===== config.mk =====
export PLATFORM = sky130hd
export DESIGN_NAME = spierr_top
export DESIGN_NICKNAME = d
export VERILOG_FILES = /design/src/design/spierr_top.v /design/src/design/spierr_clkdiv.v
export VERILOG_INCLUDE_DIRS = /design/src /design/src/design
export SDC_FILE = /design/constraint.sdc
export NUM_CORES = 1
export LEC_CHECK = 0
export BUFFER_PORTS_ARGS = -buffer_cell sky130_fd_sc_hd__buf_4
export CAP_MARGIN = 0
export CORE_UTILIZATION = 45
export CTS_CLUSTER_SIZE = 24
export DETAILED_ROUTE_END_ITERATION = 8
export GPL_ROUTABILITY_DRIVEN = 0
export PLACE_DENSITY = 0.65
export SLEW_MARGIN = 20
export SYNTH_ARGS = -nofsm -noshare
export SYNTH_HDL_FRONTEND = slang
export SYNTH_HIERARCHICAL = 1
export SYNTH_SLANG_ARGS = --single-unit

===== constraint.sdc =====
create_clock -name i_clock -period 4 [get_ports i_clock]
set_clock_uncertainty 0.15 [all_clocks]
set_input_delay 0.4 -clock i_clock [delete_from_list [all_inputs] [get_ports i_clock]]
set_output_delay 0.4 -clock i_clock [all_outputs]
set_load 0.005 [all_outputs]

===== src/design/spierr_map.vh =====
// Purpose: Constants for the serial peripheral defect-behaviour block
// Assumes: 100 MHz clock
// Notes: Divider field is eight bits wide
`ifndef SPIERR_MAP_VH
`define SPIERR_MAP_VH
`define SPIERR_DIV_W 8
`define SPIERR_NUM_CS 4
`define SPIERR_DIV_FAST 8'h01
`define SPIERR_RESET_DIV 8'h01
`define SPIERR_DATA_W 8
`endif


===== src/design/spierr_top.v =====
// Purpose: Serial peripheral master/slave core keeping the documented defect behaviour
// Assumes: Serial pins synchronous to i_clock
// Notes: Plain ports stand in for configuration and status registers
//
// Contract
// - In slave mode a lost transmit character is never reported.
// - With mixed divider fields of one across chip selects, polarity one and phase bit zero, an extra clock pulse is emitted when the chip select changes.
// - In slave mode the receive-ready flag may rise falsely at enable or during the first transfer.
// - After that start-up sequence the receive-ready flag follows real reception.
`timescale 1ns/10ps
`include "spierr_map.vh"
module spierr_top (
    input wire i_clock,
    input wire i_reset,
    input wire i_enable,
    input wire i_master,
    input wire i_clock_polarity_bit,
    input wire i_clock_phase_bit,
    input wire [1:0] i_cs_select,
    input wire [31:0] i_clock_divider_field,
    input wire i_tx_valid,
    input wire [7:0] i_tx_data,
    input wire i_rx_read,
    input wire i_sck_in,
    input wire i_mosi_in,
    input wire i_miso_in,
    input wire i_ss_n,
    output reg o_sck_q,
    output reg o_mosi_q,
    output reg o_miso_q,
    output reg o_miso_oe_q,
    output reg [3:0] o_cs_n_q,
    output reg [7:0] o_receive_holding_reg_q,
    output reg o_receive_ready_flag_q,
    output reg o_tx_empty_q,
    output reg o_busy_q
);
    localparam ST_IDLE = 2'h0;
    localparam ST_SHIFT = 2'h1;
    localparam ST_EXTRA = 2'h2;

    wire [3:0] fast;
    genvar g;
    generate
        for (g = 0; g < `SPIERR_NUM_CS; g = g + 1) begin : g_div
            spierr_clkdiv u_div (
                .i_div(i_clock_divider_field[g*8 +: 8]),
                .o_fast(fast[g])
            );
        end
    endgenerate

    // Mixed fast/slow dividers under this mode give the spurious pulse
    wire mixed = (|fast) && !(&fast) && i_clock_polarity_bit && !i_clock_phase_bit;

    reg [1:0] state_q;
    reg [7:0] cnt_q;
    reg [3:0] bit_q;
    reg [7:0] shift_q;
    reg [7:0] tx_q;
    reg sck_prev_q;
    reg ss_prev_q;
    reg pol_prev_q;
    reg en_prev_q;
    reg first_q;
    reg glitch_q;
    reg [1:0] last_cs_q;
    wire [7:0] div_sel = i_clock_divider_field[i_cs_select*8 +: 8];
    wire idle_lvl = i_clock_polarity_bit;
    wire s_edge = i_sck_in ^ sck_prev_q;
    wire s_lead = s_edge && (i_sck_in != idle_lvl);
    wire s_trail = s_edge && (i_sck_in == idle_lvl);
    wire s_sample = i_clock_phase_bit ? s_lead : s_trail;
    wire s_shift = i_clock_phase_bit ? s_trail : s_lead;
    wire pol_change = i_clock_polarity_bit != pol_prev_q;
    wire rx_done_slv = i_enable && !i_master && !i_ss_n && s_sample && (bit_q == 4'h7);
    // Done on the last count after the closing edge; the half-period counter never reaches zero
    wire rx_done_mst = i_enable && i_master && (state_q == ST_SHIFT) && (cnt_q <= 8'h01)
        && (o_sck_q == idle_lvl) && (bit_q == 4'h8);
    // False flag fires on the first edge of the first frame when not cleared
    wire glitch_fire = i_enable && !i_master && glitch_q && first_q && s_edge && !i_ss_n;
    reg flag_d;
    reg [7:0] hold_d;
    reg glitch_d;
    reg first_d;

    // Stale glitch armed at enable; only a polarity toggle in slave mode disarms it
    always @* begin
        glitch_d = glitch_q;
        first_d = first_q;
        if (i_enable && !en_prev_q && !i_master) begin
            glitch_d = 1'b1;
            first_d = 1'b1;
        end else if (pol_change && !i_master) begin
            glitch_d = 1'b0;
            first_d = 1'b0;
        end
        if (glitch_fire) first_d = 1'b0;
    end

    // Set beats clear, so a byte finishing on a read is not lost
    always @* begin
        flag_d = o_receive_ready_flag_q;
        hold_d = o_receive_holding_reg_q;
        if (glitch_fire) begin
            flag_d = 1'b1;
        end else if (i_rx_read) begin
            flag_d = 1'b0;
        end
        if (rx_done_slv) begin
            hold_d = {shift_q[6:0], i_mosi_in};
            flag_d = 1'b1;
        end else if (rx_done_mst) begin
            hold_d = shift_q;
            flag_d = 1'b1;
        end
    end

    always @(posedge i_clock or posedge i_reset) begin
        if (i_reset) begin
            state_q <= ST_IDLE;
            cnt_q <= 8'h00;
            bit_q <= 4'h0;
            shift_q <= 8'h00;
            tx_q <= 8'h00;
            sck_prev_q <= 1'b0;
            ss_prev_q <= 1'b1;
            pol_prev_q <= 1'b0;
            en_prev_q <= 1'b0;
            first_q <= 1'b0;
            glitch_q <= 1'b0;
            last_cs_q <= 2'h0;
            o_sck_q <= 1'b0;
            o_mosi_q <= 1'b0;
            o_miso_q <= 1'b0;
            o_miso_oe_q <= 1'b0;
            o_cs_n_q <= 4'hf;
            o_receive_holding_reg_q <= 8'h00;
            o_receive_ready_flag_q <= 1'b0;
            o_tx_empty_q <= 1'b1;
            o_busy_q <= 1'b0;
        end else begin
            sck_prev_q <= i_sck_in;
            ss_prev_q <= i_ss_n;
            pol_prev_q <= i_clock_polarity_bit;
            en_prev_q <= i_enable;
            o_busy_q <= (state_q != ST_IDLE) || (!i_master && !i_ss_n);
            if (i_tx_valid && i_enable && o_tx_empty_q) begin
                tx_q <= i_tx_data;
                o_tx_empty_q <= 1'b0;
            end
            glitch_q <= glitch_d;
            first_q <= first_d;
            if (!i_enable) begin
                state_q <= ST_IDLE;
                o_cs_n_q <= 4'hf;
                o_sck_q <= idle_lvl;
                o_miso_oe_q <= 1'b0;
                bit_q <= 4'h0;
            end else if (!i_master) begin
                o_sck_q <= idle_lvl;
                o_miso_oe_q <= !i_ss_n;
                if (i_ss_n) begin
                    bit_q <= 4'h0;
                    // No underrun flag: an empty transmitter just resends old data
                    if (ss_prev_q == 1'b0) o_tx_empty_q <= 1'b1;
                end else begin
                    // First bit must stand before the first clock edge in either phase
                    if (ss_prev_q) o_miso_q <= tx_q[7];
                    if (s_sample) begin
                        shift_q <= {shift_q[6:0], i_mosi_in};
                        bit_q <= (bit_q == 4'h7) ? 4'h0 : bit_q + 4'h1;
                    end
                    if (s_shift) o_miso_q <= tx_q[3'h7 - bit_q[2:0]];
                end
            end else begin
                case (state_q)
                    ST_IDLE: begin
                        o_sck_q <= idle_lvl;
                        if (!o_tx_empty_q) begin
                            o_cs_n_q <= ~(4'h1 << i_cs_select);
                            o_mosi_q <= tx_q[7];
                            shift_q <= tx_q;
                            cnt_q <= div_sel;
                            bit_q <= 4'h0;
                            o_tx_empty_q <= 1'b1;
                            // Switching to any other select than the last one while mixed emits a pulse
                            state_q <= (mixed && last_cs_q != i_cs_select) ? ST_EXTRA : ST_SHIFT;
                            last_cs_q <= i_cs_select;
                        end
                    end
                    ST_EXTRA: begin
                        o_sck_q <= ~o_sck_q;
                        if (o_sck_q != idle_lvl) state_q <= ST_SHIFT;
                    end
                    ST_SHIFT: begin
                        if (cnt_q > 8'h01) begin
                            cnt_q <= cnt_q - 8'h01;
                        end else if (bit_q == 4'h8) begin
                            state_q <= ST_IDLE;
                            o_cs_n_q <= 4'hf;
                        end else begin
                            cnt_q <= div_sel;
                            o_sck_q <= ~o_sck_q;
                            if (o_sck_q == idle_lvl) begin
                                shift_q <= {shift_q[6:0], i_miso_in};
                            end else begin
                                bit_q <= bit_q + 4'h1;
                                o_mosi_q <= shift_q[7];
                            end
                        end
                    end
                    default: state_q <= ST_IDLE;
                endcase
            end
            o_receive_holding_reg_q <= hold_d;
            o_receive_ready_flag_q <= flag_d;
        end
    end
endmodule


===== src/design/spierr_clkdiv.v =====
// Purpose: Per-chip-select divider compare
// Assumes: Synchronous inputs
// Notes: Flags a divider field of one
`timescale 1ns/10ps
`include "spierr_map.vh"
module spierr_clkdiv (
    input wire [7:0] i_div,
    output wire o_fast
);
    assign o_fast = (i_div == `SPIERR_DIV_FAST);
endmodule


; Word level (Yosys, flattened, before mapping)
; Index checks and enable logic that the tools add are counted.
[word_totals]
reg_bits = 57
wordCells = 195
[op_classes]
magnitude_cmp = 3
n_eq_ne = 39
n_reduce_logical = 51
add_sub_neg = 3
muxes = 70
bitwise = 6
shift = 2
[op_table]
columns = op, count
row1 = 8-bit 2-to-1 mux, 12
row2 = 4-bit 2-to-1 mux, 14
row3 = "8-bit by 1-bit == test with 1-bit output, second input constant", 4
row4 = 8-bit one-hot mux with 2 select lines, 2
row5 = 32-bit by 6-bit indexed part select with 8-bit output, 1
row6 = 1-bit 2-to-1 mux, 29
row7 = 1-bit logical AND, 25
row8 = "3-bit inequality test, second input constant", 7
row9 = "4-bit inequality test, second input constant", 4
row10 = 4-bit one-hot mux with 2 select lines, 2
row11 = 5-bit AND reduction, 3
row12 = 2-bit 2-to-1 mux, 7
row13 = "2-bit inequality test, second input constant", 6
row14 = 4-bit AND reduction, 3
row15 = 2-bit nonzero test, 6
row16 = "8-bit by 1-bit > comparator with 1-bit output, second input constant", 1
row17 = "8-bit by 1-bit less-or-equal comparator with 1-bit output, second input constant", 1
row18 = 8-bit AND reduction, 1
row19 = "8-bit by 1-bit subtractor with 8-bit output, second input constant", 1
row20 = 7-bit AND reduction, 1
row21 = "3-bit by 1-bit inequality test with 1-bit output, second input constant", 2
row22 = "3-bit by 2-bit inequality test with 1-bit output, second input constant", 2
row23 = 2-bit one-hot mux with 3 select lines, 1
row24 = 6-bit AND reduction, 1
row25 = 28 further kinds, 38

; Depth between registers and ports, before layout
[logic_depth]
ltp_word = 12
mapped_depth = 8
mapped_depth_nobuf = 7

; Hierarchy
; The synthesis kept the hierarchy.
[modules_own_cells]
columns = mod, n_inst, cells_each, area_per_inst_um2
row1 = spierr_top, 1, 305, 3300.7
row2 = spierr_clkdiv, 4, 3, 20.0

; Worst setup path before layout
; No wires, ideal clock.
[synth_timing]
kind = flip-flop to flip-flop
from = register bit_q[0]
to = register shift_q[0]
arrival_ps = 2008
t_required_ps = 3725
slack_ps = 1717
setup_time_ps = 125
path_stages_with_launch = 9
synth_period_minus_slack_ps = 2283
cell_sequence = dfrtp_1 > inv_1 > ha_1 > and3b_1 > clkbuf_1 > nor3_1 > nand2_1 > a31oi_2 > mux2_2
[synth_via]
elab_chain_len = 3
[synth_lines]
columns = item, line_no
row1 = from (decl), spierr_top.v:58  ; reg [3:0] bit_q;
row2 = from (signal assigned), spierr_top.v:172  ; bit_q <= (bit_q == 4'h7) ? 4'h0 : bit_q + 4'h1;
row3 = from (signal assigned), spierr_top.v:208  ; bit_q <= bit_q + 4'h1;
row4 = 4-bit == test, spierr_top.v:199  ; end else if (bit_q == 4'h8) begin
row5 = 3-bit inequality test (no source line), -
row6 = 8-bit AND reduction (no source line), -
row7 = to (signal assigned), spierr_top.v:171  ; shift_q <= {shift_q[6:0], i_mosi_in};
row8 = to (signal assigned), spierr_top.v:183  ; shift_q <= tx_q;
row9 = to (signal assigned), spierr_top.v:206  ; shift_q <= {shift_q[6:0], i_miso_in};
row10 = to (decl), spierr_top.v:59  ; reg [7:0] shift_q;
; Every way passes these cells.
; A chain may end at the register's enable or synchronous reset.

; Worst setup path after layout
[layout_timing]
from = register state_q[1]
to = register shift_q[5]
[layout_via]
elab_chain_len = 3
[layout_lines]
columns = item, line_no
row1 = from (decl), spierr_top.v:56  ; reg [1:0] state_q;
row2 = from (signal assigned), spierr_top.v:188  ; state_q <= (mixed && last_cs_q != i_cs_select) ? ST_EXTRA : ST_SHIFT;
row3 = 2-bit by 1-bit == test with 1-bit output / 2-bit logical NOT (equally long branches), spierr_top.v:177  ; case (state_q)
row4 = "3-bit by 2-bit inequality test with 1-bit output (no source line), or another cell as far along", -
row5 = 8-bit AND reduction (no source line) / 8-bit 2-to-1 mux (equally long branches), -
; Parallel ways exist; a longest one is shown, timed or not.

==> out/metrics.csv <==
metric,value,unit
nets,452,
p_total,2.10,mW
end_kind,flop,
synth_top_flop_cell,dfrtp_1,
routedWlPerCell,16.1,um
root_buffer,clkbuf_8,
crit_top_cell,inv_1,
drtIter0Drc,156,
grt_max_degree,32,
placed_area,4010,um2
clk_pin_slew,0.07,ns
p_sw_frac,0.322,
whs,0.0332,ns
power_frac_clock,0.293,
cts_max_path_buffers,2,
cts_num_sinks,57,
syn_nets,378,
hold_violations,0,
p_leak,1.95,nW
hpwl,6130,um
tns,0,ns
n_antenna_cell,0,
synthTopCellsByCount,"dfrtp_1 (51), mux2_2 (27), nand2_1 (22), nor2_1 (21)",
synth_edf_count,0,
num_vias,2728,
grt_pass1_vias,2588,
worstPathRequired,4.08,ns
start_kind,flop,
post-place-ws,1.33,ns
worstSkewPairLatency,0.34,ns
yosysTopAreaCellShare,0.377,
cts_setup_buffers,0,
yosys.cell_count.top_type,dfrtp_1,
status,"complete, no violations",
arrival,2.77,ns
cts_tree,yes,
viasPerCell,5.51,
drt_first_pass_iters,4,
worst_pin_slew,0.835,ns
fin_util,0.585,
grt-ovfl-total,0,
layout_setup_ws,1.31,ns
yosys.area.top_type,dfrtp_1,
die_h,88.7,um
switchingPower,676,uW
worstHoldPathType,primary input to flop,
rows,31,
pin_count,73,
p_per_area,494,nW/um2
power_frac_comb,0.283,
ant_nets,0,
fmax,0.371,GHz
p_int,1.42,mW
stdcell_count,495,
yosysUniqueCellTypes,57,
antenna_found_initial,0,
slew_violations,0,
drt-total-wl,7960,um
grt_pass1_wl,13000,um
slowest_delay,0.50,ns
cts-buffers-inserted,9,
layout-drive-gt1-share,0.369,
die-area,7860,um2
hold_depth,1,
grt.total_usage,0.223,
cap_violations,0,
setup_viol,0,
fin_crit,2.69,ns
post-route-period-util,0.674,
synthesis.area,3380,um2
placed_cells,478,
yosysSeqAreaShare,0.424,
rsz0062_at_grt,false,
worst-setup-path-type,flop to flop,
ys_top_cells_by_area,"dfrtp_1 (38%), mux2_2 (9.0%), mux4_2 (6.7%)",
die_x,88.7,um
htreeDepth,3,
start_util,0.466,
synthesis.yosys.warnings,6,
synthCells,317,
drc,0,
slew_headroom,0.438,
synth_seq_cells,57,
syn_to_final_growth,25.6,%
pwr-share-seq,0.424,
reg2reg_depth,7,
async_flop_share,1.00,
portBuffers,72,
ir_worst_vdd,0.239,mV
fin_area,4250,um2
syn_avg_cell_area,10.7,um2
worstPathCellList,"inv_1, ha_1, inv_1, nor3_1, nand2_1, a31oi_2, mux2_2",
critPathSlowestCell,ha_1,
crit_fanout,15,
core-area,7250,um2
[layout make-up]
type,count,area [um2]
sequential,57,1430
fill,627,3010
tap,99,124
clock inverter,6,88.8
clock buffer,10,138
timing repair buffer,75,566
inverter,13,48.8
multi-input combinational,235,1850
[kinds of logic after synthesis]
logic type / Yosys count / share of synthesized area
mux: 42 / 0.171
fa+ha+maj: 7 / 0.0259
xor+xnor: 6 / 0.0155
flops: 57 / 0.424
buf+inv: 25 / 0.0292
simple gates: 98 / 0.163
compound gates: 82 / 0.171
[final timing paths]
kind	start	end	slack, ns
max in group asynchronous	i_reset	ss_prev_q	2.34
max reg2reg	state_q[1]	shift_q[5]	1.31
min	i_sck_in	sck_prev_q	0.03
min in group asynchronous	i_reset	o_receive_holding_reg_q[5]	0.52
max	state_q[1]	shift_q[5]	1.31
min reg2reg	o_receive_holding_reg_q[5]	o_receive_holding_reg_q[5]	0.33
[flip-flops by register name, summed over array words and instances (netlist names), 2 cells and up]
name and flops:
last_cs_q 2, shift_q 8, o_cs_n_q 4, bit_q 4, o_receive_holding_reg_q 8, cnt_q 8
state_q 2, tx_q 8
[placed cells by master (no fill, tap or decap), types with 6 or more instances in the layout]
master | synthesis | layout
nand2_1 | 22 | 22
a21o_1 | 8 | 8
buf_4 | 0 | 74
o21ai_0 | 18 | 18
mux2_2 | 27 | 27
inv_1 | 13 | 12
nor2_1 | 21 | 21
clkbuf_8 | 0 | 10
dfrtp_1 | 51 | 51
mux4_2 | 10 | 10
dfstp_2 | 6 | 6
nor3_1 | 8 | 8
a21oi_1 | 18 | 18
a22o_1 | 9 | 9
ha_1 | 7 | 7
nor4_1 | 7 | 7
[power by group through the flow]
| stage | Combinational, mW | Sequential (mW) | Clock (mW) |
|---|---|---|---|
| 2_1_floorplan | 0.438 | 0.844 | 0 |
| 3_3_place_gp | 0.582 | 0.891 | 0 |
| 3_5_place_dp | 0.588 | 0.900 | 0 |
| 4_1_cts | 0.594 | 0.889 | 0.628 |
| 5_1_grt | 0.659 | 0.911 | 0.654 |
| 6_report | 0.593 | 0.888 | 0.615 |
[what timing repair did]
item                      CTS  global route
gates resized for setup     0             0
hold buffers                1             0
hold endpoints to repair   22             0
[layer usage]
layer,vias up,track usage,part of all wire
li1,1339,-,-
met1,1320,0.320,0.47
met2,58,0.336,0.48
met3,11,0.0420,0.039
met4,0,0.0836,0.015
met5,-,0,0
[critical path: cells and delay by family, from the launching register on]
kind            cells  cell delay [ns]
buf+inv             2             0.35
simple gates        2             0.31
compound gates      1             0.47
fa+ha+maj           1             0.50
flops               1             0.40
mux                 1             0.40
Power figures use the tool's default switching activity.
